===== src/rtl/bfield_ks_pkg.sv =====
// Purpose : constants shared by the protected payload keystream mapper
// Assumes : one keystream bit and one data bit arrive per accepted beat
// Notes   : table values are data-bit counts and segment bases per slot type
package bfield_ks_pkg;

    // ----------------------------------------------------------------
    // register port map
    // ----------------------------------------------------------------
    localparam logic [7:0]  CTRL_OFFSET    = 8'h00;  // control word
    localparam logic [7:0]  STATUS_OFFSET  = 8'h04;  // status word
    localparam int          CTRL_CFG_POS   = 0;      // 3-bit modulation config
    localparam int          CTRL_SLOT_POS  = 4;      // 3-bit slot type
    localparam int          CTRL_MULTI_POS = 8;      // 1 = multi-subfield format
    localparam int          CTRL_TAIL_POS  = 9;      // 1 = tail is encrypted control
    localparam logic [31:0] CTRL_RESET     = 32'h0000_0000;

    // ----------------------------------------------------------------
    // modulation configuration codes
    // ----------------------------------------------------------------
    localparam logic [2:0] CFG_1A = 3'h0;
    localparam logic [2:0] CFG_1B = 3'h1;
    localparam logic [2:0] CFG_2  = 3'h2;
    localparam logic [2:0] CFG_3  = 3'h3;
    localparam logic [2:0] CFG_4A = 3'h4;
    localparam logic [2:0] CFG_4B = 3'h5;
    localparam logic [2:0] CFG_5  = 3'h6;
    localparam logic [2:0] CFG_6  = 3'h7;

    // ----------------------------------------------------------------
    // slot type codes
    // ----------------------------------------------------------------
    localparam logic [2:0] SLOT_DOUBLE  = 3'h0;
    localparam logic [2:0] SLOT_FULL    = 3'h1;
    localparam logic [2:0] SLOT_HALF    = 3'h2;
    localparam logic [2:0] SLOT_LONG640 = 3'h3;
    localparam logic [2:0] SLOT_LONG672 = 3'h4;

    // ----------------------------------------------------------------
    // keystream offsets and subfield geometry
    // ----------------------------------------------------------------
    localparam logic [12:0] A_LEN_STD   = 13'h0028;  // 40 bits
    localparam logic [12:0] A_LEN_4A    = 13'h0050;  // 80 bits
    localparam logic [12:0] A_LEN_4B    = 13'h0078;  // 120 bits
    localparam logic [6:0]  SUB_WIDTH   = 7'h40;     // 64 data bits per subfield
    localparam logic [6:0]  SUB_STRIDE  = 7'h50;     // 80 keystream bits per subfield
    localparam logic [12:0] IDX_RESET   = 13'h0000;

    // raw payload bits per slot at 2-level, indexed by slot code
    localparam logic [9:0] RAW_BASE [0:4] = '{10'h320, 10'h140, 10'h050, 10'h280, 10'h2A0};
    // subfields per slot at 2-level, indexed by slot code
    localparam logic [3:0] SUB_BASE [0:4] = '{4'hA, 4'h4, 4'h1, 4'h8, 4'h8};
    // level multiplier, indexed by level 0..4
    localparam logic [2:0] LEVEL_MULT [0:4] = '{3'h1, 3'h2, 3'h3, 3'h4, 3'h6};
    // single-subfield data bits [slot][level]; half slot carries none here
    localparam logic [12:0] SINGLE_BITS [0:4][0:4] = '{
        '{13'h0300, 13'h0620, 13'h0940, 13'h0C60, 13'h12A0},
        '{13'h0130, 13'h0260, 13'h03A0, 13'h04E0, 13'h0760},
        '{13'h0000, 13'h0000, 13'h0000, 13'h0000, 13'h0000},
        '{13'h0260, 13'h04E0, 13'h0760, 13'h09E0, 13'h0EE0},
        '{13'h0280, 13'h0520, 13'h07C0, 13'h09FC, 13'h0FA0}};

endpackage


===== src/rtl/bfield_ks_xor.sv =====
// Purpose : xor a keystream segment onto the A-field and protected payload
// Assumes : framer supplies a data bit beside every keystream bit
// Notes   : same mapping serves encrypt and decrypt
//
// Summary of operation
// - A-field handled as for unprotected payload
// - single format: payload bit i uses i+40
// - single format: 4a uses i+80, 4b i+120
// - double slot single-format data bit counts
// - full slot single-format data bit counts
// - long slot single-format data bit counts
// - multi format: 64-bit subfields, stride 80, +40
// - multi format: 4a adds 80, 4b adds 120
// - double slot subfield counts per configuration
// - full slot subfield counts per configuration
// - half slot subfield counts per configuration
// - keystream indexed from zero to length-1
// - first 40 bits hit A-field if encrypted-control tail
// - 4a/4b A-field spans 80/120 keystream bits
`timescale 1ns/10ps

module bfield_ks_xor
(
    input  wire logic        MCLK,         // system clock, 100 MHz
    input  wire logic        ARST_N,       // asynchronous reset, active low
    input  wire logic [7:0]  ADDR,         // register address
    input  wire logic [31:0] WR_DATA,      // register write data
    input  wire logic        WR_STB,       // register write strobe
    input  wire logic        RD_STB,       // register read strobe
    output logic      [31:0] RD_DATA,      // read data, cycle after strobe
    input  wire logic        START,        // segment start pulse from framer
    input  wire logic        KS_VALID,     // keystream beat valid
    input  wire logic        KS_BIT,       // keystream_segment bit
    input  wire logic        DIN_BIT,      // data bit paired with keystream bit
    output logic             OUT_VALID,    // mapped bit valid
    output logic             OUT_BIT,      // xored data bit
    output logic             OUT_FIELD_B,  // 1 = payload bit, 0 = A-field bit
    output logic             BUSY,         // segment in progress
    output logic             DONE          // last keystream bit consumed
);
    import bfield_ks_pkg::*;

    // ----------------------------------------------------------------
    // state
    // ----------------------------------------------------------------
    logic [31:0] ctrl_reg, ctrl_next;        // control word
    logic [31:0] rd_reg, rd_next;            // read data holder
    logic        busy_reg, busy_next;        // segment active
    logic        done_reg, done_next;        // end pulse
    logic [12:0] idx_reg, idx_next;          // keystream index
    logic [12:0] seg_len_reg, seg_len_next;  // keystream_segment_length
    logic [12:0] aoff_reg, aoff_next;        // A-field keystream span
    logic [12:0] nbits_reg, nbits_next;      // single-format data bits
    logic [5:0]  nsub_reg, nsub_next;        // multi-format subfield count
    logic        multi_reg, multi_next;      // latched format select
    logic        tail_reg, tail_next;        // latched tail type
    logic [6:0]  pos_reg, pos_next;          // position in 80-bit window
    logic [5:0]  sub_reg, sub_next;          // current subfield
    logic        ov_reg, ov_next;            // OUT_VALID
    logic        ob_reg, ob_next;            // OUT_BIT
    logic        of_reg, of_next;            // OUT_FIELD_B

    // ----------------------------------------------------------------
    // start-time decode
    // ----------------------------------------------------------------
    logic [2:0]  cfg;      // configuration field
    logic [2:0]  slot;     // slot type field
    logic [2:0]  slot_ix;  // slot with illegal codes folded to double
    logic [2:0]  level;    // modulation level 0..4
    logic [12:0] aoff_sel; // A-field span for configuration
    logic [12:0] raw_bits; // raw payload bits of slot

    assign cfg  = ctrl_reg[CTRL_CFG_POS +: 3];
    assign slot = ctrl_reg[CTRL_SLOT_POS +: 3];

    // level and A span from configuration
    always_comb
    begin
        slot_ix = (slot > SLOT_LONG672) ? SLOT_DOUBLE : slot;  // illegal codes fold to double
        unique case (cfg)
            CFG_1A, CFG_1B: level = 3'h0;
            CFG_2,  CFG_4A: level = 3'h1;
            CFG_3,  CFG_4B: level = 3'h2;
            CFG_5:          level = 3'h3;
            CFG_6:          level = 3'h4;
        endcase
        if (cfg == CFG_4A)
            aoff_sel = A_LEN_4A;
        else if (cfg == CFG_4B)
            aoff_sel = A_LEN_4B;
        else
            aoff_sel = A_LEN_STD;
        // operands widened first so a 4800-bit product never wraps at 10 bits
        raw_bits = 13'(RAW_BASE[slot_ix]) * 13'(LEVEL_MULT[level]);
    end

    // ----------------------------------------------------------------
    // per-beat mapping
    // ----------------------------------------------------------------
    logic        beat;     // keystream bit accepted this cycle
    logic        in_a;     // index inside A-field span
    logic [12:0] rel;      // index relative to payload start
    logic        map_b;    // payload bit mapped here

    always_comb
    begin
        beat = busy_reg && KS_VALID;
        in_a = idx_reg < aoff_reg;
        rel  = idx_reg - aoff_reg;
        if (in_a)
            map_b = 1'b0;
        else if (multi_reg)
            map_b = (pos_reg < SUB_WIDTH) && (sub_reg < nsub_reg);
        else
            map_b = rel < nbits_reg;
    end

    // ----------------------------------------------------------------
    // next-state logic
    // ----------------------------------------------------------------
    always_comb
    begin
        ctrl_next    = ctrl_reg;
        rd_next      = 32'h0000_0000;   // unmapped reads return zero
        busy_next    = busy_reg;
        done_next    = 1'b0;
        idx_next     = idx_reg;
        seg_len_next = seg_len_reg;
        aoff_next    = aoff_reg;
        nbits_next   = nbits_reg;
        nsub_next    = nsub_reg;
        multi_next   = multi_reg;
        tail_next    = tail_reg;
        pos_next     = pos_reg;
        sub_next     = sub_reg;
        ov_next      = 1'b0;
        ob_next      = ob_reg;
        of_next      = of_reg;
        // register port
        if (WR_STB && ADDR == CTRL_OFFSET)
            ctrl_next = WR_DATA;
        if (RD_STB && ADDR == CTRL_OFFSET)
            rd_next = ctrl_reg;
        else if (RD_STB && ADDR == STATUS_OFFSET)
            rd_next = {3'h0, seg_len_reg, 2'h0, idx_reg, busy_reg};
        // segment start latches the whole selection, so tx and rx stay aligned
        if (START)
        begin
            busy_next    = 1'b1;
            idx_next     = IDX_RESET;
            aoff_next    = aoff_sel;
            seg_len_next = aoff_sel + raw_bits;
            nbits_next   = SINGLE_BITS[slot_ix][level];
            nsub_next    = 6'(SUB_BASE[slot_ix]) * 6'(LEVEL_MULT[level]);
            multi_next   = ctrl_reg[CTRL_MULTI_POS];
            tail_next    = ctrl_reg[CTRL_TAIL_POS];
            pos_next     = 7'h00;
            sub_next     = 6'h00;
        end
        else if (beat)
        begin
            // A-field bits only when tail is encrypted control
            if (in_a)
            begin
                ov_next = tail_reg;
                ob_next = KS_BIT ^ DIN_BIT;
                of_next = 1'b0;
            end
            else
            begin
                ov_next = map_b;
                ob_next = KS_BIT ^ DIN_BIT;
                of_next = 1'b1;
                // 80-bit window walk; last 16 bits of each are gaps
                if (pos_reg == SUB_STRIDE - 7'h01)
                begin
                    pos_next = 7'h00;
                    sub_next = sub_reg + 6'h01;
                end
                else
                    pos_next = pos_reg + 7'h01;
            end
            idx_next = idx_reg + 13'h0001;
            if (idx_reg == seg_len_reg - 13'h0001)
            begin
                busy_next = 1'b0;
                done_next = 1'b1;
            end
        end
    end

    // ----------------------------------------------------------------
    // registers
    // ----------------------------------------------------------------
    always_ff @(posedge MCLK or negedge ARST_N)
    begin
        if (!ARST_N)
        begin
            ctrl_reg    <= CTRL_RESET;
            rd_reg      <= 32'h0000_0000;
            busy_reg    <= 1'b0;
            done_reg    <= 1'b0;
            idx_reg     <= IDX_RESET;
            seg_len_reg <= IDX_RESET;
            aoff_reg    <= A_LEN_STD;
            nbits_reg   <= IDX_RESET;
            nsub_reg    <= 6'h00;
            multi_reg   <= 1'b0;
            tail_reg    <= 1'b0;
            pos_reg     <= 7'h00;
            sub_reg     <= 6'h00;
            ov_reg      <= 1'b0;
            ob_reg      <= 1'b0;
            of_reg      <= 1'b0;
        end
        else
        begin
            ctrl_reg    <= ctrl_next;
            rd_reg      <= rd_next;
            busy_reg    <= busy_next;
            done_reg    <= done_next;
            idx_reg     <= idx_next;
            seg_len_reg <= seg_len_next;
            aoff_reg    <= aoff_next;
            nbits_reg   <= nbits_next;
            nsub_reg    <= nsub_next;
            multi_reg   <= multi_next;
            tail_reg    <= tail_next;
            pos_reg     <= pos_next;
            sub_reg     <= sub_next;
            ov_reg      <= ov_next;
            ob_reg      <= ob_next;
            of_reg      <= of_next;
        end
    end

    assign RD_DATA     = rd_reg;
    assign OUT_VALID   = ov_reg;
    assign OUT_BIT     = ob_reg;
    assign OUT_FIELD_B = of_reg;
    assign BUSY        = busy_reg;
    assign DONE        = done_reg;
endmodule

===== config.mk =====
export PLATFORM = sky130hd
export DESIGN_NAME = bfield_ks_xor
export DESIGN_NICKNAME = d
export VERILOG_FILES = /design/src/rtl/bfield_ks_pkg.sv /design/src/rtl/bfield_ks_xor.sv
export SDC_FILE = /design/constraint.sdc
export NUM_CORES = 1
export LEC_CHECK = 0
export ABC_AREA = 1
export BUFFER_PORTS_ARGS = -buffer_cell sky130_fd_sc_hd__buf_4
export CAP_MARGIN = 20
export CORE_MARGIN = 4
export CORE_UTILIZATION = 50
export CTS_CLUSTER_DIAMETER = 50
export CTS_CLUSTER_SIZE = 40
export DETAILED_ROUTE_END_ITERATION = 6
export PLACE_DENSITY_LB_ADDON = 0.08
export SLEW_MARGIN = 40
export SYNTH_ARGS = -nofsm -noshare
export SYNTH_HDL_FRONTEND = slang
export SYNTH_SLANG_ARGS = --single-unit

===== constraint.sdc =====
create_clock -name MCLK -period 3.6 [get_ports MCLK]
set_clock_uncertainty 0.05 [all_clocks]
set_input_delay 0.36 -clock MCLK [delete_from_list [all_inputs] [get_ports MCLK]]
set_output_delay 0.36 -clock MCLK [all_outputs]
set_load 0.01 [all_outputs]

### After elaboration in Yosys (flattened, before gate mapping)

Memories as Yosys holds them, arrays and structs flattened.
Cells that the tools add are included.

* register bits after elaboration: 142
* bits in read-only memories: 680
* output and inout port bits: 37
* logic and storage cells: 96
* memories kept: 5

Memories
* (name not given): words 8, width 65, read ports 1, clocked after Yosys merged registers in 0, wr ports 0, line bfield_ks_xor.sv:153 `nbits_next = SINGLE_BITS[slot_ix][level];`
* (name not given): words 8, width 10, read ports 1, clocked after Yosys merged registers in 0, wr ports 0, line bfield_ks_xor.sv:94 `raw_bits = 13'(RAW_BASE[slot_ix]) * 13'(LEVEL_MULT[level]);`
* (name not given): words 8, width 4, read ports 1, clocked after Yosys merged registers in 0, wr ports 0, line bfield_ks_xor.sv:154 `nsub_next = 6'(SUB_BASE[slot_ix]) * 6'(LEVEL_MULT[level]);`
* (name not given): words 8, width 3, read ports 1, clocked after Yosys merged registers in 0, wr ports 0, line bfield_ks_xor.sv:154
* (name not given): words 8, width 3, read ports 1, clocked after Yosys merged registers in 0, wr ports 0, line bfield_ks_xor.sv:80 `unique case (cfg)`

* add/subtract/negate cells: 6
* $mul: 2
* $lt $le $gt $ge: 7
* equality and inequality tests: 6
* mux-type cells: 37
* bitwise operators: 4
* reduce and logical (&&, ||, !) cells: 13

Operators with widths (count)
* 2-to-1 mux 65 bit: 2
* 2-to-1 mux 13 bit: 5
* binary-select mux 13 bit (select 3 bit): 1
* 2-to-1 mux 7 bit: 5
* 2-to-1 mux 32 bit: 1
* 2-to-1 mux 29 bit: 1
* less-than comparator 13 bit: 2
* 2-to-1 mux 6 bit: 4
* 2-to-1 mux 10 bit: 2
* adder 13 x 1 -> 13 bit, second input constant: 1
* adder 13 bit: 1
* equality test 13 bit: 1
* multiplier 10 x 3 -> 13 bit: 1
* subtractor 13 x 1 -> 13 bit, second input constant: 1
* subtractor 13 bit: 1
* 2-to-1 mux 1 bit: 11
* 2-to-1 mux 3 bit: 3
* equality test 8 x 3 -> 1 bit, second input constant: 1
* greater-or-equal comparator 4 bit, second input constant: 2
* zero test 8 bit: 1
* 2-to-1 mux 4 bit: 2
* NOT 3 -> 4 bit: 2
* adder 7 x 1 -> 7 bit, second input constant: 1
* equality test 7 bit, second input constant: 1
* other kinds (13): 22

### Logic depth before layout (Yosys ltp)

Gate-level depths: netlist of run 1.

* depth in word-level cells: 9
* mapped depth: 19
* gate-level depth less buffers: 19

### Worst setup path after synthesis of run 1

No wires, ideal clock.

* path kind: register to register
* start point: register ctrl_reg[6]
* end point: register seg_len_reg[10]
* library setup time: 82 ps
* data arrival time: 3226 ps
* required time: 3468 ps
* slack: 242 ps
* cell stages (with the launch flop): 17
* clock period less this slack: 3358 ps
* path through: dfrtp_1 > nor2_1 > inv_1 > ha_1 > inv_1 > nand2_1 > inv_1 > nand2_1 > fa_1 > fa_1 > inv_1 > ha_1 > nand3_1 > nand3_1 > a21oi_1 > or2_2 > a31oi_1

* longest elaborated chain between the ends: 8

Ends and longest elaborated chain
* start: declaration: line bfield_ks_xor.sv:46 `logic [31:0] ctrl_reg, ctrl_next;`
* start signal: assignment: line bfield_ks_xor.sv:218 `ctrl_reg <= ctrl_next;`
* greater-than comparator 3 bit: line bfield_ks_xor.sv:79 `slot_ix = (slot > SLOT_LONG672) ? SLOT_DOUBLE : slot;`
* 2-to-1 mux 3 bit (*): line bfield_ks_xor.sv:79
* NOT 3 -> 4 bit (implied by the code) (*): line bfield_ks_xor.sv:94
* memory (8 x 10 bit) (*)
* 2-to-1 mux 10 bit (implied by the code) (*) (2 in a row): line bfield_ks_xor.sv:94
* multiplier 10 x 3 -> 13 bit (*): line bfield_ks_xor.sv:94
* adder 13 bit (*): line bfield_ks_xor.sv:152 `seg_len_next = aoff_sel + raw_bits;`
* end signal: assignment: line bfield_ks_xor.sv:223 `seg_len_reg <= seg_len_next;`
* end: declaration: line bfield_ks_xor.sv:51 `logic [12:0] seg_len_reg, seg_len_next;`

Mark *: on every way between the ends. The rest lies on a longest branch, timed or not. The select of a mux whose other input is x is not followed.
A chain may end at the register's enable or synchronous reset.

### Worst setup path in the final report of run 1

* start point: register ctrl_reg[6]
* end point: register seg_len_reg[9]

The elaborated chain is that of the path after synthesis.

==> results.json, run 1 <==
{
  "final_cell_area_um2": 9025,
  "fin_crit_ns": 3.416,
  "synth-main-ff-cell": "dfrtp_1",
  "synth-seq-cells": 125,
  "die_area_um2": 17300,
  "holdPathEnd": "ctrl_reg[29]$_DFFE_PN0P_",
  "num_rows": 44,
  "detail_route.wl_per_cell_um": 15.28,
  "ios": 85,
  "grt_pass1_vias": 6334,
  "total_power_mw": 3.771,
  "cts.sinks": 125,
  "gr-total-overflow": 0,
  "path_max_fanout": 4,
  "synth-compound-area-share_pct": 9.103,
  "initial_core_util_pct": 51.70,
  "synth.distinct_cells": 47,
  "slew_headroom_pct": 57.58,
  "holdCritStartpoint": "WR_DATA[29]",
  "reg2regPathDepth": 17,
  "die_h_um": 131.5,
  "power.density_nw_per_um2": 417.9,
  "seq_area_frac_synth_pct": 41.02,
  "cts_tree": "yes",
  "antenna_found_initial": 0,
  "via_per_inst": 5.215,
  "avgSynthCellArea_um2": 7.946,
  "clock.fmax_mhz": 292.7,
  "drive_gt1_share_pct": 17.50,
  "path_clk_slew_ns": 0.06,
  "finalHoldWorstSlack_ns": 0.1198,
  "cts_buffer_depth": 2,
  "regToRegStartpoint": "ctrl_reg[6]$_DFFE_PN0P_",
  "slew_viol_final": 0,
  "dpl.hpwl_um": 13780,
  "hold_depth": 3,
  "synth-simple-area-share_pct": 26.78,
  "nets": 1156,
  "synthAdderAreaFrac_pct": 11.48,
  "muxShareOfSynthArea_pct": 0,
  "cp.arrival_ns": 3.64,
  "fp.dieW_um": 131.5,
  "cts_buffers": 17,
  "r2r_end": "seg_len_reg[9]$_DFFE_PN0P_",
  "gp_congestion": 0.9135,
  "drc": 0,
  "ir_drop_mv": 0.3369,
  "postPlaceCellArea_um2": 8356,
  "ant_nets": 0,
  "worstSkewPairLatency_ns": 0.42,
  "fin_crit_sh_pct": 94.89,
  "critPathRequiredTime_ns": 3.82,
  "outcome": "finished, final reports clean",
  "hold_viol": 0,
  "drt-total-wl_um": 18960,
  "synth_top_family_by_area": "simple AND/OR/NAND/NOR gates",
  "hp-class": "primary input to register",
  "synth_edf_count": 0,
  "drt_first_pass_iters": 5,
  "yosys_warnings": 0,
  "core_um2": 14750,
  "rrSetupSlack_ns": 0.18,
  "antenna_cells": 0,
  "dr_total_vias": 6472,
  "p_leak_nw": 4.696,
  "grt_pass1_wl_um": 32090,
  "synthCells": 960,
  "port_buffers": 84,
  "worstSetupPathType": "register to register",
  "drt-initial-drc-count": 465,
  "cts.htree.levels": 4,
  "grt_max_degree": 68,
  "start_kind": "register",
  "critPathCaptureType": "register",
  "areaGrowthSynthToFinish_pct": 18.30,
  "finalSetupViolations": 0,
  "maxCapViolCount": 0,
  "worst_pin_slew_ns": 0.6341,
  "cts-root-buf": "clkbuf_16",
  "grt.total_usage_pct": 22.74,
  "synth-async-reset-ratio_pct": 100.0,
  "syn_area_um2": 7629,
  "synth_xor_area_share_pct": 2.641,
  "synth_nets": 1072,
  "rsz0062_at_grt": "true"
}
-- cell usage in the layout, fill, tap and decap left out, drive strengths merged, types with 3 or more instances in the layout --
cell type,synthesis,final
buf,27,99
inv,124,128
clkinvlp,0,4
nor2,77,77
ha,54,54
xnor2,6,6
clkbuf,8,17
nand3,103,103
nand4,7,7
o21ai,81,81
nor3,16,16
nand2,246,246
o21a,3,3
clkinv,1,6
fa,10,10
a21oi,23,23
o22ai,5,5
xor2,17,17
a31oi,3,3
dfrtp,124,124
or2,7,7
-- metrics by stage --
stage | setup WS, ns | util [%] | cells | setup TNS [ns]
after global placement | 0.1321 | 56.57 | 1202 | 0
after detailed placement | 0.08297 | 56.63 | 1202 | 0
after global routing | -0.01683 | 61.17 | 1241 | -0.02642
after CTS | 0.07039 | 60.69 | 1235 | 0
final | 0.1840 | 61.17 | 1241 | 0
after floorplan | 0.2423 | - | 960 | 0
-- power by group --
group	internal (mW)	total [mW]	switching, mW	leakage [nW]
clock	1.03	1.71	0.684	0.278
combinational	0.203	0.541	0.338	2.73
sequential	1.47	1.52	0.0494	1.69
total	2.70	3.77	1.07	4.70
-- cell usage after synthesis (2+ instances only) --
cell type / count / area share (%)
a21o_1: 2 / 0.20
a21oi_1: 22 / 1.4
a31oi_1: 3 / 0.25
buf_1: 4 / 0.20
buf_2: 12 / 0.79
buf_4: 7 / 0.69
buf_6: 3 / 0.44
clkbuf_1: 8 / 0.39
dfrtp_1: 124 / 41
fa_1: 10 / 2.6
ha_1: 54 / 8.9
inv_1: 117 / 5.8
inv_2: 6 / 0.30
nand2_1: 232 / 11
nand2_2: 11 / 0.90
nand2_4: 3 / 0.44
nand3_1: 103 / 6.8
nand4_1: 7 / 0.57
nor2_1: 74 / 3.6
nor2_4: 2 / 0.30
nor3_1: 11 / 0.72
nor3_2: 5 / 0.66
nor3b_1: 2 / 0.20
o21a_1: 3 / 0.30
o21ai_0: 69 / 4.5
o21ai_1: 7 / 0.46
o21ai_2: 5 / 0.57
o21bai_1: 2 / 0.20
o221ai_1: 2 / 0.23
o22ai_1: 5 / 0.41
o31ai_1: 2 / 0.20
or2_2: 7 / 0.57
xnor2_1: 6 / 0.69
xor2_1: 17 / 2.0
-- timing repair --
item,4_1_cts,5_1_grt
setup endpoints to repair,0,5
hold endpoints to repair,64,0
buffers inserted,0,6
gates resized for setup,0,11
hold buffers,1,0
-- cell type report --
class                   instances  area, µm²
clock buffers                  17      425.4
fillers                      1373       5729
well taps                     184      230.2
inverters                     125      473.0
flip-flops and latches        125       3132
repair buffers                100      757.0
multi-input cells             675       3844
clock inverters                15      163.9
-- worst max-delay path: stages (launching register included) --
cell	delay, ns
dfrtp_2	0.44
nor2_4	0.11
inv_1	0.08
ha_1	0.27
inv_1	0.06
nand2_1	0.06
inv_1	0.07
nand2_1	0.07
fa_1	0.55
fa_1	0.44
buf_4	0.16
fa_1	0.42
inv_2	0.08
a31oi_1	0.10
nor2_1	0.12
nor2_1	0.05
nand2_1	0.07
o21ai_0	0.07
-- logic make-up (layout without fill, tap and decap cells) --
logic type                 Yosys count  count (layout)
buffers and inverters              160             257
adders and majority gates           64              64
and+or+nand+nor                    463             463
AOI/OAI and AO/OA                  125             125
DFF                                125             125
xor gates and xnor gates            23              23
-- how the worst max path moves through the flow --
stage,endpoint,cells past startpoint,startpoint
after floorplan,seg_len_reg[10]$_DFFE_PN0P_,16,ctrl_reg[6]$_DFFE_PN0P_
after global placement,seg_len_reg[10]$_DFFE_PN0P_,13,ctrl_reg[6]$_DFFE_PN0P_
after detailed placement,seg_len_reg[10]$_DFFE_PN0P_,13,ctrl_reg[6]$_DFFE_PN0P_
after CTS,seg_len_reg[10]$_DFFE_PN0P_,13,ctrl_reg[6]$_DFFE_PN0P_
after global routing,seg_len_reg[9]$_DFFE_PN0P_,17,ctrl_reg[6]$_DFFE_PN0P_
final,seg_len_reg[9]$_DFFE_PN0P_,17,ctrl_reg[6]$_DFFE_PN0P_
-- routing by layer --
layer | vias up | wire, µm | track usage (%)
met2 | 152 | 8804 | 35.87
li1 | 3261 | - | -
met3 | 21 | 855 | 5.008
met4 | 0 | 267 | 5.368
met1 | 3038 | 9031 | 32.22
met5 | - | 0 | 0
No activity file was read; power rests on OpenSTA's default activity.
==> inputs of run 2 (changes only) <==
--- a/config.mk
+++ b/config.mk
@@ -6,7 +6,7 @@
 export NUM_CORES = 1
 export LEC_CHECK = 0
 export ABC_AREA = 1
-export BUFFER_PORTS_ARGS = -buffer_cell sky130_fd_sc_hd__buf_4
+export BUFFER_PORTS_ARGS = -buffer_cell sky130_fd_sc_hd__buf_2
 export CAP_MARGIN = 20
 export CORE_MARGIN = 4
 export CORE_UTILIZATION = 50
==> results.json, run 2 (same netlist as run 1, synthesis figures left out) <==
{
  "antenna_cells": 0,
  "finalHoldWorstSlack_ns": 0.1161,
  "wl_met2_um": 8562,
  "port_buffers": 84,
  "drive_gt1_share_pct": 16.81,
  "areaGrowthSynthToFinish_pct": 15.78,
  "rsz0062_at_grt": "false",
  "cts_buffers": 17,
  "cts.sinks": 125,
  "clock.fmax_mhz": 293.4,
  "fin_crit_sh_pct": 94.67,
  "detail_route.wl_per_cell_um": 15.07,
  "power.density_nw_per_um2": 440.2,
  "drt-initial-drc-count": 404,
  "initial_core_util_pct": 51.70,
  "cts.htree.levels": 4,
  "top_layer": "met4",
  "start_kind": "register",
  "dp_cells": 1204,
  "fill_cells": 1353,
  "slew_headroom_pct": 52.12,
  "cts_tree": "yes",
  "regArea_um2": 3129,
  "grt_pass1_wl_um": 31390,
  "nets": 1152,
  "antenna_found_initial": 0,
  "dpl.hpwl_um": 13660,
  "fin_setup_tns_ns": 0,
  "fin_crit_ns": 3.408,
  "cts-root-buf": "clkbuf_16",
  "slew_viol_final": 0,
  "outcome": "finished, final reports clean",
  "gr-total-overflow": 0,
  "hold_viol": 0,
  "grt_pass1_vias": 6330,
  "die_h_um": 131.5,
  "final_cell_area_um2": 8832,
  "grt_max_degree": 71,
  "fp.dieW_um": 131.5,
  "drt_first_pass_iters": 5,
  "critPathCaptureType": "register",
  "worstSetupPathType": "register to register",
  "ant_nets": 0,
  "postPlaceCellArea_um2": 8167,
  "ios": 85,
  "hp-class": "primary input to register",
  "mostFrequentLayoutCells": "nand2_1, dfrtp_1, inv_1",
  "wl_met3_um": 894,
  "die_area_um2": 17300,
  "drt-total-wl_um": 18640,
  "grt.total_usage_pct": 22.25,
  "path_clk_slew_ns": 0.06,
  "cp.arrival_ns": 3.64,
  "dr_total_vias": 6453,
  "worst_pin_slew_ns": 0.7183,
  "core_um2": 14750,
  "maxCapViolCount": 0,
  "critPathRequiredTime_ns": 3.83,
  "multi_input_area_um2": 3834,
  "finalSetupViolations": 0,
  "met1_length_um": 8840,
  "fin_cells": 1237,
  "gp_congestion": 0.9257,
  "path_max_fanout": 5,
  "cts_buffer_depth": 2,
  "drc": 0,
  "via_per_inst": 5.217,
  "final_common_cell": "nand2_1",
  "worstSkewPairLatency_ns": 0.42,
  "ir_drop_mv": 0.3708,
  "num_rows": 44,
  "p_leak_nw": 4.681
}
run 2: final cells by class:
| cell class | instances | share of cell area, % |
|---|---|---|
| multi-input combinational | 675 | 43.41 |
| clock inverter | 14 | 2.366 |
| tap | 184 | 2.607 |
| inverter | 125 | 5.355 |
| clock buffer | 18 | 4.859 |
| timing repair buffer | 96 | 5.978 |
| sequential | 125 | 35.43 |
run 2: power by group:
| group | switching [mW] | internal (mW) | total, mW |
|---|---|---|---|
| combinational | 0.337 | 0.183 | 0.520 |
| sequential | 0.0490 | 1.47 | 1.52 |
| clock | 0.676 | 1.18 | 1.85 |
run 2: routing by layer:
metal	GRT usage (%)	up-vias
li1	-	3242
met1	30.68	3027
met2	35.24	152
met3	5.084	32
met4	6.709	0
met5	0	-
run 2: final timing paths:
check                                               to  cells past startpoint               startpoint  slack [ns]
min                           ctrl_reg[29]$_DFFE_PN0P_                      3              WR_DATA[29]        0.12
min reg2reg                    ctrl_reg[4]$_DFFE_PN0P_                      2  ctrl_reg[4]$_DFFE_PN0P_        0.42
min in group asynchronous      OUT_FIELD_B$_DFFE_PN0P_                      2                   ARST_N        0.49
max reg2reg                seg_len_reg[11]$_DFFE_PN0P_                     17  ctrl_reg[6]$_DFFE_PN0P_        0.19
max                        seg_len_reg[11]$_DFFE_PN0P_                     17  ctrl_reg[6]$_DFFE_PN0P_        0.19
max in group asynchronous      aoff_reg[5]$_DFFE_PN1P_                      3                   ARST_N        2.17
run 2: critical path, cell delays in order, from the launching register on:
cell	delay [ns]
dfrtp_1	0.41
nor2_2	0.17
inv_1	0.09
ha_1	0.27
inv_1	0.05
nand2_1	0.06
buf_4	0.16
nor2_1	0.14
fa_1	0.42
ha_1	0.32
ha_1	0.36
inv_1	0.10
o21ai_0	0.11
nand2_1	0.07
nand3_1	0.07
or2_2	0.27
nand3_1	0.06
o21ai_0	0.08
run 2: stage by stage:
stage                     worst slack, ns  util (%)  power [mW]
after floorplan                    0.2423         -       1.885
after global placement             0.1471     55.35       2.046
after detailed placement          0.03026     55.35       2.056
after CTS                         0.02309     59.74       3.914
after global routing              0.01248     59.86       4.077
final                              0.1920     59.86       3.888
run 2: what timing repair did:
action / in CTS / in global routing
hold endpoints to repair: 55 / 0
setup buffers: 0 / 0
gates resized for setup: 0 / 6
hold buffers: 1 / 0
setup endpoints to repair: 0 / 6
